===== src/fes_pkg.sv =====
package fes_pkg;
  // Command codes written to the flash command register, then the zero and erased data bytes.
  localparam logic [7:0] CMD_READ           = 8'h00;
  localparam logic [7:0] CMD_ERASE          = 8'h20;
  localparam logic [7:0] CMD_ERASE_VERIFY   = 8'ha0;
  localparam logic [7:0] CMD_PROGRAM        = 8'h40;
  localparam logic [7:0] CMD_PROGRAM_VERIFY = 8'hc0;
  localparam logic [7:0] DATA_ZERO          = 8'h00;
  localparam logic [7:0] DATA_ERASED        = 8'hff;

  localparam int ADDR_W_DEF         = 16;
  localparam int PROG_LIMIT         = 25;
  localparam int ERASE_LIMIT_GRADE1 = 1000;
  localparam int ERASE_LIMIT_GRADE3 = 6000;
  localparam int CNT_W              = 20;
  localparam int PULSE_W            = 5;
  localparam int RETRY_W            = 13;

  localparam int CLK_PERIOD_NS = 10;
  localparam int T_WP_NS       = 60;
  localparam int T_WC_NS       = 150;
  localparam int T_ACC_NS      = 150;
  localparam int T_VPP_NS      = 100;
  localparam int T_PROG_US     = 10;
  localparam int T_VERIFY_US   = 6;
  localparam int T_ERASE_US    = 9500;

  // Least times, rounded up to whole cycles.
  localparam int WP_CYC     = (T_WP_NS + CLK_PERIOD_NS - 1) / CLK_PERIOD_NS;
  localparam int WC_CYC     = (T_WC_NS + CLK_PERIOD_NS - 1) / CLK_PERIOD_NS;
  localparam int ACC_CYC    = (T_ACC_NS + CLK_PERIOD_NS - 1) / CLK_PERIOD_NS;
  localparam int VPP_CYC    = (T_VPP_NS + CLK_PERIOD_NS - 1) / CLK_PERIOD_NS;
  localparam int PROG_CYC   = (T_PROG_US * 1000 + CLK_PERIOD_NS - 1) / CLK_PERIOD_NS;
  localparam int VERIFY_CYC = (T_VERIFY_US * 1000 + CLK_PERIOD_NS - 1) / CLK_PERIOD_NS;
  localparam int ERASE_CYC  = (T_ERASE_US * 1000 + CLK_PERIOD_NS - 1) / CLK_PERIOD_NS;
  localparam int RD_LEN     = ACC_CYC + 3;

  typedef enum logic [4:0] {
    S_IDLE     = 5'h00,
    S_VPP      = 5'h01,
    S_P_SETUP  = 5'h02,
    S_P_DATA   = 5'h03,
    S_P_WAIT   = 5'h04,
    S_P_VCMD   = 5'h05,
    S_P_VWAIT  = 5'h06,
    S_P_READ   = 5'h07,
    S_P_CHECK  = 5'h08,
    S_E_SETUP  = 5'h09,
    S_E_START  = 5'h0a,
    S_E_WAIT   = 5'h0b,
    S_E_VCMD   = 5'h0c,
    S_E_VWAIT  = 5'h0d,
    S_E_READ   = 5'h0e,
    S_E_CHECK  = 5'h0f,
    S_RST_CMD  = 5'h10,
    S_DONE     = 5'h11
  } fes_state_t;
endpackage


===== src/fes_host.sv =====
`timescale 1ns/100ps
// Summary of operation
// - Erase is two back-to-back writes of command 20h.
// - Before erasing, every byte is programmed to 00h.
// - Erase verify writes 0A0h with the address, reads, compares against 0FFh.
// - Erase verify starts at 0000h and walks up to the last address.
// - On verify mismatch, erase again and resume at the failing address.
// - Erase attempts are bounded, 1000 or 6000 by temperature grade.
// - Each byte gets at most 25 program pulses before failing.
// - Command 0C0h sets up program verify; next read is compared with intent.
// - At least 10 us passes after the data write before program verify.
// - At least 9.5 ms passes after the erase start write before erase verify.
// - At least 6 us passes from strobe release to output enable on verify.
module fes_host #(
  parameter int ADDR_W      = fes_pkg::ADDR_W_DEF,
  parameter int PROG_MAX    = fes_pkg::PROG_LIMIT,
  parameter int ERASE_MAX   = fes_pkg::ERASE_LIMIT_GRADE1,
  parameter int ERASE_WAIT  = fes_pkg::ERASE_CYC
) (
  input  wire logic              mclk_in,
  input  wire logic              reset_in,
  input  wire logic              clk_en_in,
  input  wire logic              cmd_valid_in,
  input  wire logic              cmd_erase_in,
  input  wire logic [ADDR_W-1:0] cmd_addr_in,
  input  wire logic [7:0]        cmd_data_in,
  output logic                   cmd_ready_out,
  output logic                   done_out,
  output logic                   fail_out,
  output logic [ADDR_W-1:0]      fail_addr_out,
  output logic                   flash_vpp_en_out,
  output logic                   flash_ce_n_out,
  output logic                   flash_oe_n_out,
  output logic                   flash_we_n_out,
  output logic [ADDR_W-1:0]      flash_addr_out,
  output logic [7:0]             flash_dq_out,
  output logic                   flash_dq_oe_out,
  input  wire logic [7:0]        flash_dq_in
);
  localparam int CW = fes_pkg::CNT_W;
  localparam int PW = fes_pkg::PULSE_W;
  localparam int RW = fes_pkg::RETRY_W;

  if (ADDR_W < 1 || ADDR_W > 24 || PROG_MAX < 1 || PROG_MAX >= 2**PW || ERASE_MAX < 1 ||
      ERASE_MAX >= 2**RW || ERASE_WAIT < 1 || ERASE_WAIT >= 2**CW) begin : g_bad_param
    $error("fes_host parameter out of range");
  end

  localparam logic [CW-1:0]     WC_LAST  = CW'(fes_pkg::WC_CYC - 1);
  localparam logic [CW-1:0]     WE_FALL  = CW'(2);
  localparam logic [CW-1:0]     WE_RISE  = CW'(2 + fes_pkg::WP_CYC);
  localparam logic [CW-1:0]     RD_LAST  = CW'(fes_pkg::RD_LEN - 1);
  localparam logic [CW-1:0]     RD_SMPL  = CW'(fes_pkg::RD_LEN - 2);
  localparam logic [CW-1:0]     VPP_LAST = CW'(fes_pkg::VPP_CYC - 1);
  localparam logic [CW-1:0]     PRG_LAST = CW'(fes_pkg::PROG_CYC - 1);
  localparam logic [CW-1:0]     VER_LAST = CW'(fes_pkg::VERIFY_CYC - 1);
  localparam logic [CW-1:0]     ERS_LAST = CW'(ERASE_WAIT - 1);
  localparam logic [PW-1:0]     PULSE_LIM = PW'(PROG_MAX);
  localparam logic [RW-1:0]     RETRY_LIM = RW'(ERASE_MAX);
  localparam logic [ADDR_W-1:0] ADDR_TOP  = '1;

  fes_pkg::fes_state_t state_q, state_d;
  logic [CW-1:0]     cnt_q, cnt_d;
  logic [ADDR_W-1:0] addr_q, addr_d;
  logic [7:0]        data_q, data_d;
  logic [7:0]        rdata_q, rdata_d;
  logic              erase_q, erase_d;
  logic [PW-1:0]     pulse_q, pulse_d;
  logic [RW-1:0]     retry_q, retry_d;
  logic              done_d, fail_d;
  logic [ADDR_W-1:0] fail_addr_d;
  logic              vpp_d, ce_n_d, oe_n_d, we_n_d, dq_oe_d;
  logic [7:0]        dq_d;
  logic              is_wr, is_rd, wr_end;

  // Write pins and the byte put on the bus for each write state.
  always_comb begin
    is_wr = 1'b1;
    dq_d  = fes_pkg::CMD_READ;
    case (state_q)
      fes_pkg::S_P_SETUP: dq_d = fes_pkg::CMD_PROGRAM;
      fes_pkg::S_P_DATA:  dq_d = data_q;
      fes_pkg::S_P_VCMD:  dq_d = fes_pkg::CMD_PROGRAM_VERIFY;
      fes_pkg::S_E_SETUP: dq_d = fes_pkg::CMD_ERASE;
      fes_pkg::S_E_START: dq_d = fes_pkg::CMD_ERASE;
      fes_pkg::S_E_VCMD:  dq_d = fes_pkg::CMD_ERASE_VERIFY;
      fes_pkg::S_RST_CMD: dq_d = fes_pkg::CMD_READ;
      default:   is_wr = 1'b0;
    endcase
    is_rd   = (state_q == fes_pkg::S_P_READ) || (state_q == fes_pkg::S_E_READ);
    wr_end  = is_wr && (cnt_q == WC_LAST);
    vpp_d   = (state_q != fes_pkg::S_IDLE) && (state_q != fes_pkg::S_DONE);
    dq_oe_d = is_wr;
    // Strobe sits inside chip select so the strobe edges frame the cycle.
    ce_n_d  = !((is_wr && cnt_q >= CW'(1) && cnt_q < WC_LAST) || (is_rd && cnt_q < RD_LAST));
    we_n_d  = !(is_wr && cnt_q >= WE_FALL && cnt_q < WE_RISE);
    oe_n_d  = !(is_rd && cnt_q < RD_LAST);
  end

  // Algorithm sequencing.
  always_comb begin
    state_d     = state_q;
    cnt_d       = cnt_q + CW'(1);
    addr_d      = addr_q;
    data_d      = data_q;
    rdata_d     = rdata_q;
    erase_d     = erase_q;
    pulse_d     = pulse_q;
    retry_d     = retry_q;
    done_d      = 1'b0;
    fail_d      = fail_out;
    fail_addr_d = fail_addr_out;
    if (is_rd && cnt_q == RD_SMPL) begin
      rdata_d = flash_dq_in;
    end
    case (state_q)
      fes_pkg::S_IDLE: begin
        if (cmd_valid_in) begin
          erase_d = cmd_erase_in;
          addr_d  = cmd_erase_in ? '0 : cmd_addr_in;
          data_d  = cmd_erase_in ? fes_pkg::DATA_ZERO : cmd_data_in;
          pulse_d = '0;
          retry_d = '0;
          fail_d  = 1'b0;
          state_d = fes_pkg::S_VPP;
        end
      end
      fes_pkg::S_VPP:     if (cnt_q == VPP_LAST) state_d = fes_pkg::S_P_SETUP;
      fes_pkg::S_P_SETUP: if (wr_end) state_d = fes_pkg::S_P_DATA;
      fes_pkg::S_P_DATA: begin
        if (wr_end) begin
          pulse_d = pulse_q + PW'(1);
          state_d = fes_pkg::S_P_WAIT;
        end
      end
      fes_pkg::S_P_WAIT:  if (cnt_q == PRG_LAST) state_d = fes_pkg::S_P_VCMD;
      fes_pkg::S_P_VCMD:  if (wr_end) state_d = fes_pkg::S_P_VWAIT;
      fes_pkg::S_P_VWAIT: if (cnt_q == VER_LAST) state_d = fes_pkg::S_P_READ;
      fes_pkg::S_P_READ:  if (cnt_q == RD_LAST) state_d = fes_pkg::S_P_CHECK;
      fes_pkg::S_P_CHECK: begin
        if (rdata_q == data_q) begin
          pulse_d = '0;
          if (!erase_q) begin
            state_d = fes_pkg::S_RST_CMD;
          end else if (addr_q == ADDR_TOP) begin
            addr_d  = '0;
            state_d = fes_pkg::S_E_SETUP;
          end else begin
            addr_d  = addr_q + ADDR_W'(1);
            state_d = fes_pkg::S_P_SETUP;
          end
        end else if (pulse_q >= PULSE_LIM) begin
          fail_d      = 1'b1;
          fail_addr_d = addr_q;
          state_d     = fes_pkg::S_RST_CMD;
        end else begin
          state_d = fes_pkg::S_P_SETUP;
        end
      end
      fes_pkg::S_E_SETUP: if (wr_end) state_d = fes_pkg::S_E_START;
      fes_pkg::S_E_START: begin
        if (wr_end) begin
          retry_d = retry_q + RW'(1);
          state_d = fes_pkg::S_E_WAIT;
        end
      end
      fes_pkg::S_E_WAIT:  if (cnt_q == ERS_LAST) state_d = fes_pkg::S_E_VCMD;
      fes_pkg::S_E_VCMD:  if (wr_end) state_d = fes_pkg::S_E_VWAIT;
      fes_pkg::S_E_VWAIT: if (cnt_q == VER_LAST) state_d = fes_pkg::S_E_READ;
      fes_pkg::S_E_READ:  if (cnt_q == RD_LAST) state_d = fes_pkg::S_E_CHECK;
      fes_pkg::S_E_CHECK: begin
        if (rdata_q == fes_pkg::DATA_ERASED) begin
          if (addr_q == ADDR_TOP) begin
            state_d = fes_pkg::S_RST_CMD;
          end else begin
            addr_d  = addr_q + ADDR_W'(1);
            state_d = fes_pkg::S_E_VCMD;
          end
        end else if (retry_q >= RETRY_LIM) begin
          fail_d      = 1'b1;
          fail_addr_d = addr_q;
          state_d     = fes_pkg::S_RST_CMD;
        end else begin
          state_d = fes_pkg::S_E_SETUP;
        end
      end
      fes_pkg::S_RST_CMD: if (wr_end) state_d = fes_pkg::S_DONE;
      fes_pkg::S_DONE: begin
        done_d  = 1'b1;
        state_d = fes_pkg::S_IDLE;
      end
      default:   state_d = fes_pkg::S_IDLE;
    endcase
    if (state_d != state_q) begin
      cnt_d = '0;
    end
  end

  always_ff @(posedge mclk_in) begin
    if (reset_in) begin
      state_q          <= fes_pkg::S_IDLE;
      cnt_q            <= '0;
      addr_q           <= '0;
      data_q           <= '0;
      rdata_q          <= '0;
      erase_q          <= 1'b0;
      pulse_q          <= '0;
      retry_q          <= '0;
      done_out         <= 1'b0;
      fail_out         <= 1'b0;
      fail_addr_out    <= '0;
      flash_vpp_en_out <= 1'b0;
      flash_ce_n_out   <= 1'b1;
      flash_oe_n_out   <= 1'b1;
      flash_we_n_out   <= 1'b1;
      flash_addr_out   <= '0;
      flash_dq_out     <= '0;
      flash_dq_oe_out  <= 1'b0;
    end else if (clk_en_in) begin
      state_q          <= state_d;
      cnt_q            <= cnt_d;
      addr_q           <= addr_d;
      data_q           <= data_d;
      rdata_q          <= rdata_d;
      erase_q          <= erase_d;
      pulse_q          <= pulse_d;
      retry_q          <= retry_d;
      done_out         <= done_d;
      fail_out         <= fail_d;
      fail_addr_out    <= fail_addr_d;
      flash_vpp_en_out <= vpp_d;
      flash_ce_n_out   <= ce_n_d;
      flash_oe_n_out   <= oe_n_d;
      flash_we_n_out   <= we_n_d;
      flash_addr_out   <= addr_q;
      flash_dq_out     <= dq_d;
      flash_dq_oe_out  <= dq_oe_d;
    end
  end

  assign cmd_ready_out = (state_q == fes_pkg::S_IDLE);
endmodule


===== config.mk =====
export PLATFORM = sky130hd
export DESIGN_NAME = fes_host
export DESIGN_NICKNAME = d
export VERILOG_FILES = /design/src/fes_pkg.sv /design/src/fes_host.sv
export SDC_FILE = /design/constraint.sdc
export NUM_CORES = 1
export LEC_CHECK = 0
export ABC_AREA = 1
export BUFFER_PORTS_ARGS = -buffer_cell sky130_fd_sc_hd__buf_2
export CELL_PAD_IN_SITES_DETAIL_PLACEMENT = 0
export CELL_PAD_IN_SITES_GLOBAL_PLACEMENT = 1
export CORE_MARGIN = 4
export CORE_UTILIZATION = 38
export DETAILED_ROUTE_END_ITERATION = 16
export PLACE_DENSITY = 0.83
export SLEW_MARGIN = 0
export SYNTH_ARGS = -nofsm -noshare
export SYNTH_HDL_FRONTEND = slang
export SYNTH_SLANG_ARGS = --single-unit

===== constraint.sdc =====
create_clock -name mclk_in -period 1.8 [get_ports mclk_in]
set_clock_uncertainty 0.15 [all_clocks]
set_input_delay 0.27 -clock mclk_in [delete_from_list [all_inputs] [get_ports mclk_in]]
set_output_delay 0.27 -clock mclk_in [all_outputs]
set_load 0.005 [all_outputs]

==> flow_summary.toml, run 1 <==
[sta]
rsz0062_at_grt = "yes"
tightest_slew_ns = 0.581
finalHoldViolCount = 0
fin_crit_sh = 1.26
setup_viol = 93
finalMaxSlewViolations = 0
slew_headroom = 0.613
fmax_mhz = 442
min_period_ns = 2.26
fin_ws_ns = -0.461

[setup_path]
crit_start = "state_q[3]"
crit_required_ns = 2.00
worst-setup-path-type = "flip-flop to flip-flop"
critPathSlowestCell = "dfxtp_4"
crit_top_cell = "nand2_4"
ff2ff_path_depth = 15
worstPathCellList = "nor2_4 -> buf_12 -> buf_6 -> nand2_4 -> nand2_4 -> nor2_4 -> nand2_4 -> nand3_1 -> nand3_2 -> nand2_1 -> nand2_1 -> nor2_2 -> nand3_2 -> buf_12 -> a21oi_2"
r2r_start = "state_q[3]"
cp.arrival_ns = 2.46
reg2reg_to = "cnt_q[16]"
cp_max_fo = 20
end_kind = "flip-flop"
critPathMaxStageDelay_ns = 0.41
worst_setup_path_start_kind = "flip-flop"
reg2reg_slack_ns = -0.46

[global_routing]
grt_use_met3 = 0.0526
grt_pass1_wl_um = 37400
use_met2 = 0.381
busiest_layer = "met2"
grt_max_degree = 51
grtUsageMet1 = 0.288
grt_pass1_vias = 7860
antenna_found_initial = 1
grt_util_all_layers = 0.229
globalRouteOverflowTotal = 0

[synthesis]
synth_area_um2 = 6740
yosys_warnings = 0
ys_seq_area_frac = 0.365
synth-seq-cells = 123
synth_cell_type_count = 46
postSynthAreaPerCell_um2 = 6.75
synthesis.instances = 998
syn_nets = 1044

[clock_tree]
h-tree-depth = 4
clk_pin_slew_ns = 0.06
cts_tree = "built"
cts_root_buffer = "clkbuf_16"
clockBufferDepth = 2
cts_num_sinks = 123
clkLatencyLatePin_ns = 0.42
numCtsBuffers = 17

[min_path]
whs_endpoint = "addr_q[13]"
hold_start = "cmd_addr_in[13]"
hold_depth = 3
hp-class = "input port to flip-flop"

[pwr]
ir_worst_vdd_mv = 0.691
leakagePower_nw = 4.86
power_density_nw_per_um2 = 722

[die]
die_area_um2 = 19900
num_io_pins = 85
initial_core_util = 0.388
core_um2 = 17400
die_h_um = 141
core.rowCount = 48
die_w_um = 141

[route]
dr.pass1.iters = 7
wl_per_cell_um = 15.4
via_per_inst = 5.07
drc = 0
drtIter0Drc = 397
num_vias = 7966
wl_um = 24200
ant_nets = 0

[finish]
fin_util = 0.650
syn_to_final_growth_pct = 67.4
final_cells = 1570
layout-drive-gt1-share = 0.471
antenna_cells = 0
nNetsFinal = 1378

[run_status]
violations = "setup timing"
status = "finished, violations left"

[placement]
portBuffers = 84
hpwl_um = 15900
gp_congestion = 0.896
post-place-ws_ns = -0.513
dpl.cell_count = 1469

[flow_run]
drv_cap = 0
[how the worst max path moves through the flow]
stage | cells after the start | endpoint | slack (ns)
detailed placement | 12 | cnt_q[17] | -0.51
CTS | 15 | cnt_q[16] | -0.35
finish | 15 | cnt_q[16] | -0.46
global route | 15 | cnt_q[17] | -0.57
global placement | 11 | cnt_q[17] | -0.46
floorplan | 14 | cnt_q[17] | -0.10
[synth_stat cells (all sizes together)]
cell / number / share of area
a2111oi: 1 / 0.0013
a211o: 1 / 0.0013
a211oi: 6 / 0.0067
a21boi: 1 / 0.0011
a21o: 3 / 0.0033
a21oi: 122 / 0.10
a22oi: 3 / 0.0033
a31oi: 5 / 0.0046
and3: 1 / 0.00093
buf: 13 / 0.013
clkbuf: 20 / 0.011
clkinv: 1 / 0.00056
dfxtp: 123 / 0.37
ha: 9 / 0.017
inv: 119 / 0.066
nand2: 213 / 0.13
nand3: 73 / 0.059
nand3b: 2 / 0.0022
nand4: 17 / 0.016
nor2: 127 / 0.080
nor3: 19 / 0.015
nor3b: 2 / 0.0022
nor4: 2 / 0.0019
o211ai: 5 / 0.0056
o21a: 1 / 0.0011
o21ai: 90 / 0.069
o21bai: 3 / 0.0033
o221ai: 1 / 0.0013
o22ai: 2 / 0.0019
o31ai: 1 / 0.0011
or2: 1 / 0.00093
xnor2: 4 / 0.0052
xor2: 7 / 0.0091
[critical path, delay by kind of cell (launching register included)]
family                 cells  cell delay, ns
buffers and inverters      3            0.42
AO/OA/AOI/OAI              1            0.13
flip-flops                 1            0.41
AND/OR/NAND/NOR           11            1.08
[stage by stage]
step	cell area, um2	hold slack [ns]	total power (W)	TNS [ns]
2_1_floorplan	6960	0.248	0.00370	-2.74
3_3_place_gp	9030	0.292	0.00429	-24.56
3_5_place_dp	9030	0.303	0.00430	-25.22
4_1_cts	10600	0.00850	0.00791	-19.91
5_1_grt	11300	0.00641	0.00845	-35.56
6_report	11300	0.0146	0.00814	-27.59
[per-layer routing]
| metal | part of all wire | routed length [um] |
|---|---|---|
| met2 | 0.48 | 11700 |
| met1 | 0.43 | 10500 |
| met3 | 0.054 | 1310 |
| met5 | 0.00050 | 12 |
| met4 | 0.027 | 648 |
[cells by family (layout without fill, tap and decap cells)]
family / Yosys count / count (layout) / share of synthesized area
XOR/XNOR: 11 / 11 / 0.0143
AND/OR/NAND/NOR: 457 / 459 / 0.304
AO/OA/AOI/OAI: 245 / 245 / 0.209
adder cells (fa/ha/maj): 9 / 9 / 0.0167
flip-flops: 123 / 123 / 0.365
buffers and inverters: 153 / 498 / 0.0910
[cell type report]
cell class | instances | area [um2]
Clock inverter | 12 | 113
Sequential cell | 123 | 2520
Fill cell | 1372 | 6070
Multi-Input combinational cell | 724 | 4630
Clock buffer | 20 | 457
Tap cell | 225 | 282
Inverter | 120 | 495
Timing Repair Buffer | 346 | 2790
[layout by cell type (no fill, tap or decap), drive strengths merged, types with 2 or more instances in the layout]
cell / count
o21ai: 90
dlygate4sd3: 25
xor2: 7
inv: 123
o211ai: 5
a21o: 3
a31oi: 5
clkinvlp: 2
o21bai: 3
nor4: 2
ha: 9
xnor2: 4
nand2: 214
nand3: 73
nor3: 19
dfxtp: 123
nand4: 17
a22oi: 3
nor2: 128
buf: 318
clkbuf: 23
clkinv: 6
nor3b: 2
a211oi: 6
nand3b: 2
a21oi: 122
o22ai: 2
[report_power, final]
group / internal, W / total [W] / switching (W)
Combinational: 0.000864 / 0.00185 / 0.000987
Clock: 0.00199 / 0.00334 / 0.00135
Sequential: 0.00285 / 0.00295 / 0.000107
Total: 0.00570 / 0.00814 / 0.00245
[registers in the layout, summed over array words and instances, names as in the netlist, 5 cells and up]
signal and flops:
fail_addr_out 16, flash_dq_out 8, rdata_q 8, state_q 5, retry_q 13, addr_q 16, cnt_q 20, data_q 8
flash_addr_out 16, pulse_q 5
[timing repair]
item                                    4_1_cts  5_1_grt
setup buffers                                24       20
hold buffers                                 25        0
resized for setup                           142      168
gates cloned                                  4        4
endpoints found under the setup margin       94       99
endpoints found under the hold margin        25        0
pin swaps                                    40       40
No activity file was read; power rests on OpenSTA's default activity.
==> run 2, diff against run 1 <==
--- a/config.mk
+++ b/config.mk
@@ -9,6 +9,7 @@
 export BUFFER_PORTS_ARGS = -buffer_cell sky130_fd_sc_hd__buf_2
 export CELL_PAD_IN_SITES_DETAIL_PLACEMENT = 0
 export CELL_PAD_IN_SITES_GLOBAL_PLACEMENT = 1
+export CORE_ASPECT_RATIO = 1.1
 export CORE_MARGIN = 4
 export CORE_UTILIZATION = 38
 export DETAILED_ROUTE_END_ITERATION = 16
==> run 2 against run 1 <==
  * Critical path depth shrank 1
  * Register-to-register slack is essentially flat
  * Flip-flop and latch count unchanged
  * Non-clock buffer count grew 8
  * The flow still finishes with violations (setup timing)
  * First-iteration DRC count grew 9.1%
  * Final area about the same
  * Sequential share of layout area shrank 0.10 points
  * Cell count increased by 1.0%
  * Critical endpoint is now retry_q[6]
  * Via count rose by 1.2%
==> flow_summary.toml, run 2 (synthesis results as in run 1) <==
[route]
drc = 0
drtIter0Drc = 433
wl_met1_um = 10000
ant_nets = 0
num_vias = 8058
wl_um = 24400
dr.pass1.iters = 5
wl_per_cell_um = 15.4
wl_met2_um = 12600
via_per_inst = 5.08
met3_length_um = 1260
topRoutingLayerUsed = "met5"

[clock_tree]
cts_root_buffer = "clkbuf_16"
clkLatencyLatePin_ns = 0.43
numCtsBuffers = 17
clockBufferDepth = 2
clk_pin_slew_ns = 0.06
h-tree-depth = 4
cts_tree = "built"
cts_num_sinks = 123

[run_status]
status = "finished, violations left"
violations = "setup timing"

[setup_path]
critPathMaxStageDelay_ns = 0.38
ff2ff_path_depth = 14
cp.arrival_ns = 2.44
crit_required_ns = 1.97
path_buf_inv = 3
r2r_start = "state_q[3]"
end_kind = "flip-flop"
worstPathCellList = "nor2_4 -> buf_12 -> nand3_1 -> nand2_2 -> nor2_4 -> nand2_4 -> nand2_4 -> buf_12 -> o21ai_4 -> buf_6 -> nand2_2 -> nor3_1 -> a21o_1 -> nor2_1"
worst-setup-path-type = "flip-flop to flip-flop"
cp_max_fo = 5
reg2reg_slack_ns = -0.47
path_delay_family = "simple AND/OR/NAND/NOR gates"
critPathSlowestCell = "dfxtp_4"
worst_setup_path_start_kind = "flip-flop"
reg2reg_to = "retry_q[6]"

[finish]
nNetsFinal = 1385
layout-drive-gt1-share = 0.467
largest_register_ffs = 20
final_cells = 1586
final_common_cell = "buf_4"
final_cell_mix = "buf_4, nand2_1, dfxtp_1, inv_1, buf_2"
largest-register = "cnt_q"
antenna_cells = 0
fillerInstances = 1414
syn_to_final_growth_pct = 67.5

[pwr]
leakagePower_nw = 4.94
ir_worst_vdd_mv = 0.659
power_density_nw_per_um2 = 719
power_w = 0.00812

[global_routing]
grt_pass1_vias = 7870
antenna_found_initial = 1
grt_max_degree = 43
globalRouteOverflowTotal = 0
grt_pass1_wl_um = 38400
grt_util_all_layers = 0.237

[sta]
tightest_slew_ns = 0.489
fin_crit_sh = 1.26
setup_viol = 93
finalMaxSlewViolations = 0
slew_headroom = 0.674
hold_slack_ns = 0.0190
min_period_ns = 2.27
fmax_mhz = 440
rsz0062_at_grt = "yes"
final.setup.tns_ns = -24.05
finalHoldViolCount = 0
fin_ws_ns = -0.472

[placement]
portBuffers = 84
post-place-ws_ns = -0.441
hpwl_um = 15700
dpl.cell_count = 1486
gp_congestion = 0.894

[min_path]
hold_depth = 3
hp-class = "input port to flip-flop"
hold_start = "cmd_addr_in[10]"
whs_endpoint = "addr_q[10]"

[flow_run]
drv_cap = 0

[die]
die_w_um = 135
die_area_um2 = 19900
num_io_pins = 85
initial_core_util = 0.392
die_h_um = 148
core_um2 = 17200
core.rowCount = 50
## run 2: cell count changes in the layout (fill, tap and decap cells not counted), sizes merged
cell	previous run	this run
buf	318	328
clkbuf	23	19
clkinv	6	4
clkinvlp	2	3
inv	123	126
nor2	128	127
## run 2: repair_timing
item | 4_1_cts | 5_1_grt
buffers inserted | 24 | 16
pin swaps | 27 | 30
gates resized for setup | 156 | 114
gates cloned | 5 | 2
hold buffers | 25 | 0
endpoints found under the hold margin | 25 | 0
setup endpoints to repair | 93 | 97
## run 2: cell type report
type	instances	area [um2]	area share
Sequential cell	123	2510	0.222
Timing Repair Buffer	354	2890	0.256
Multi-Input combinational cell	723	4550	0.403
Inverter	120	478	0.0423
Clock inverter	14	135	0.0120
Clock buffer	18	439	0.0389
Tap cell	234	293	0.0259
## run 2: how the worst max path moves through the flow
stage / from / endpoint / cells after the start
after floorplan: cnt_q[15] / cnt_q[17] / 14
after global placement: clk_en_in / cnt_q[19] / 11
after detailed placement: clk_en_in / cnt_q[19] / 11
after CTS: state_q[2] / fail_addr_out[13] / 13
after global routing: state_q[3] / retry_q[6] / 15
final: state_q[3] / retry_q[6] / 14
## run 2: where the power goes
part           leakage, nW  switching [W]  total, W  internal (W)
Sequential            1.01       0.000105   0.00296       0.00285
Combinational         3.65       0.000963   0.00179      0.000824
Clock                0.276        0.00141   0.00338       0.00196
Total                 4.94        0.00248   0.00812       0.00564
## run 2: per-layer routing
metal  vias up  global-route usage
li1       4005                   -
met1      3789               0.287
met2       219               0.417
met3        43              0.0538
met4         2              0.0685
met5         -                   0
## run 2: per-stage QoR
stage,utilization,instance area [um2]
after global routing,0.656,11300
final,0.656,11300
after floorplan,-,6960
after global placement,0.530,9110
after detailed placement,0.530,9110
after CTS,0.624,10700
## run 2: worst reg2reg max path: stages, from the launching register on
cell and delay [ns]:
dfxtp_4 0.38, nor2_4 0.16, buf_12 0.12, nand3_1 0.13
nand2_2 0.13, nor2_4 0.05, nand2_4 0.09, nand2_4 0.09
buf_12 0.13, o21ai_4 0.15, buf_6 0.12, nand2_2 0.08
nor3_1 0.20, a21o_1 0.14, nor2_1 0.04
==> run 3, diff against run 2 <==
--- a/config.mk
+++ b/config.mk
@@ -5,15 +5,13 @@
 export SDC_FILE = /design/constraint.sdc
 export NUM_CORES = 1
 export LEC_CHECK = 0
-export ABC_AREA = 1
 export BUFFER_PORTS_ARGS = -buffer_cell sky130_fd_sc_hd__buf_2
 export CELL_PAD_IN_SITES_DETAIL_PLACEMENT = 0
 export CELL_PAD_IN_SITES_GLOBAL_PLACEMENT = 1
 export CORE_ASPECT_RATIO = 1.1
-export CORE_MARGIN = 4
-export CORE_UTILIZATION = 38
+export CORE_UTILIZATION = 39
 export DETAILED_ROUTE_END_ITERATION = 16
-export PLACE_DENSITY = 0.83
+export PLACE_DENSITY = 0.82
 export SLEW_MARGIN = 0
 export SYNTH_ARGS = -nofsm -noshare
 export SYNTH_HDL_FRONTEND = slang
==> run 3 against run 2 <==
  * The flow finishes with violations (DRC, setup timing)
  * Combinational power is 3% higher
  * Non-clock buffer count is 7 higher
  * Die area is 13% lower
  * Cell count is 16% lower
  * Sequential power is 3% lower
  * Total power is 2.0% higher
  * First-iteration DRC count is 38% higher
  * Utilization is 4.7 points higher
  * Fmax is 21% lower
  * Register-to-register slack worse by 0.61 ns
  * Final area is 2.0% higher
  * Via count is 7.4% lower
  * Critical path type unchanged
  * Largest cell class unchanged
==> flow_summary.toml, run 3 <==
[clock_tree]
numCtsBuffers = 17
clockBufferDepth = 2
cts_root_buffer = "clkbuf_16"
clkLatencyLatePin_ns = 0.42
cts_tree = "built"
h-tree-depth = 4
cts_num_sinks = 123
clk_pin_slew_ns = 0.06

[global_routing]
grt_pass1_vias = 7304
grt_max_degree = 47
antenna_found_initial = 0
grt_pass1_wl_um = 36400
grt_util_all_layers = 0.269
globalRouteOverflowTotal = 0

[setup_path]
crit_top_cell = "buf_6"
reg2reg_to = "cnt_q[0]"
r2r_start = "rdata_q[1]"
crit_start = "rdata_q[1]"
ff2ff_path_depth = 10
critPathMaxStageDelay_ns = 0.46
worst_setup_path_start_kind = "flip-flop"
crit_end = "cnt_q[0]"
reg2reg_slack_ns = -1.08
end_kind = "flip-flop"
worstPathCellList = "buf_6 -> xnor2_2 -> nand4_1 -> buf_6 -> o21ai_2 -> o31ai_1 -> a22o_1 -> a2111o_1 -> or4_1 -> o21ai_1"
worst-setup-path-type = "flip-flop to flip-flop"
cp.arrival_ns = 3.08
critPathSlowestCell = "a2111o_1"
crit_required_ns = 2.00
cp_max_fo = 5

[finish]
multi_input_area_um2 = 5030
antenna_cells = 0
fin_util = 0.704
largest-register = "cnt_q"
seq_area_um2 = 2520
syn_to_final_growth_pct = 76.1
fillerInstances = 1098
layout-drive-gt1-share = 0.536
nNetsFinal = 1157
final_common_cell = "buf_4"
final_cell_mix = "buf_4, nor2_1, dfxtp_1, buf_2, nand2_1"
largest_register_ffs = 20

[sta]
setup_viol = 102
tightest_slew_ns = 0.496
finalHoldViolCount = 0
slew_headroom = 0.665
fmax_mhz = 347
rsz0062_at_grt = "yes"
finalMaxSlewViolations = 0
min_period_ns = 2.88
fin_ws_ns = -1.08
fin_crit_sh = 1.60

[pwr]
power_density_nw_per_um2 = 719
ir_worst_vdd_mv = 0.715
leakagePower_nw = 4.83
power_w = 0.00828

[synthesis]
yosysMostFrequentCell = "nor2_1"
synth_area_um2 = 6540
synth-seq-cells = 123
yosysTopAreaCell = "dfxtp_1"
post-synth-top-area-fraction = 0.376
synth-async-reset-ratio = 0
yosys_warnings = 0
synth_common_cells = "nor2_1, dfxtp_1, nand2_1"
postSynthAreaPerCell_um2 = 8.40
synthesis.instances = 779
syn_nets = 825
synth.area.top_cells = "dfxtp_1, nor2_1, mux2i_1"
ys_seq_area_frac = 0.376
synth-edff-count = 0
synth_cell_type_count = 71
synth_flop_cell = "dfxtp_1"

[die]
core_um2 = 16400
initial_core_util = 0.400
num_io_pins = 85
die_w_um = 125
die_area_um2 = 17300
die_h_um = 138
core.rowCount = 49

[route]
ant_nets = 0
drtIter0Drc = 599
dr.pass1.iters = 11
via_per_inst = 5.62
drc = 2
num_vias = 7459
wl_um = 25800
wl_per_cell_um = 19.5

[run_status]
violations = "DRC, setup timing"
status = "finished, violations left"

[min_path]
hp-class = "input port to flip-flop"

[placement]
gp_congestion = 0.846
portBuffers = 84
hpwl_um = 14200

[flow_run]
drv_cap = 0
[run 3: report_power, final]
| part | switching (W) | total, W | internal [W] | leakage [nW] |
|---|---|---|---|---|
| Sequential | 0.0000651 | 0.00286 | 0.00279 | 1.01 |
| Clock | 0.00129 | 0.00357 | 0.00228 | 0.299 |
| Combinational | 0.000935 | 0.00185 | 0.000914 | 3.52 |
| Total | 0.00229 | 0.00828 | 0.00599 | 4.83 |
[run 3: cell families (layout without fill, tap and decap cells)]
| group | Yosys count | count (layout) | share of synthesized area |
|---|---|---|---|
| mux | 47 | 47 | 0.0719 |
| compound gates | 128 | 128 | 0.132 |
| buf+inv | 66 | 408 | 0.0497 |
| xor+xnor | 48 | 48 | 0.0643 |
| flops | 123 | 123 | 0.376 |
| fa+ha+maj | 9 | 9 | 0.0172 |
| simple gates | 358 | 361 | 0.289 |
[run 3: worst min-delay path by stage]
stage                         startpoint              to  slack, ns  cells after the start
after global routing      cmd_addr_in[0]       addr_q[0]       0.05                      3
after detailed placement  flash_we_n_out  flash_we_n_out       0.31                      2
final                     cmd_addr_in[0]       addr_q[0]       0.05                      3
after global placement    flash_we_n_out  flash_we_n_out       0.31                      2
after CTS                 cmd_addr_in[5]       addr_q[5]       0.03                      5
after floorplan           flash_dq_in[0]      rdata_q[0]       0.26                      2
[run 3: worst max-delay path, delay by kind of cell (launching register included)]
kind,cells,cell delay (ns)
buf+inv,2,0.32
compound gates,5,1.14
xor+xnor,1,0.19
flops,1,0.33
simple gates,2,0.66
[run 3: metal layers]
layer / share of wire / GRT usage
met1: 0.40 / 0.316
met2: 0.51 / 0.475
met3: 0.058 / 0.0551
met4: 0.035 / 0.118
met5: 0 / 0
[run 3: layout make-up]
type / instances / share of cell area
Sequential cell: 123 / 0.219
Multi-Input combinational cell: 593 / 0.437
Clock buffer: 21 / 0.0408
Tap cell: 204 / 0.0222
Clock inverter: 11 / 0.0124
Inverter: 15 / 0.00532
Timing Repair Buffer: 361 / 0.264
[run 3: stage by stage]
step	cell area [um2]	hold slack, ns	std cells	worst slack (ns)	TNS [ns]
global route	11500	0.0477	1328	-1.22	-72.35
finish	11500	0.0489	1328	-1.08	-62.71
detailed placement	8950	0.308	1222	-0.929	-57.64
floorplan	6990	0.264	779	-0.994	-35.71
global placement	8950	0.311	1222	-0.840	-55.37
CTS	10800	0.0341	1304	-0.906	-52.03
[run 3: what timing repair did]
action	CTS	global route
hold buffers	10	0
gates resized for setup	175	119
endpoints found under the hold margin	10	0
setup buffers	43	31
pin swaps	63	93
gates cloned	4	5
endpoints found under the setup margin	106	106
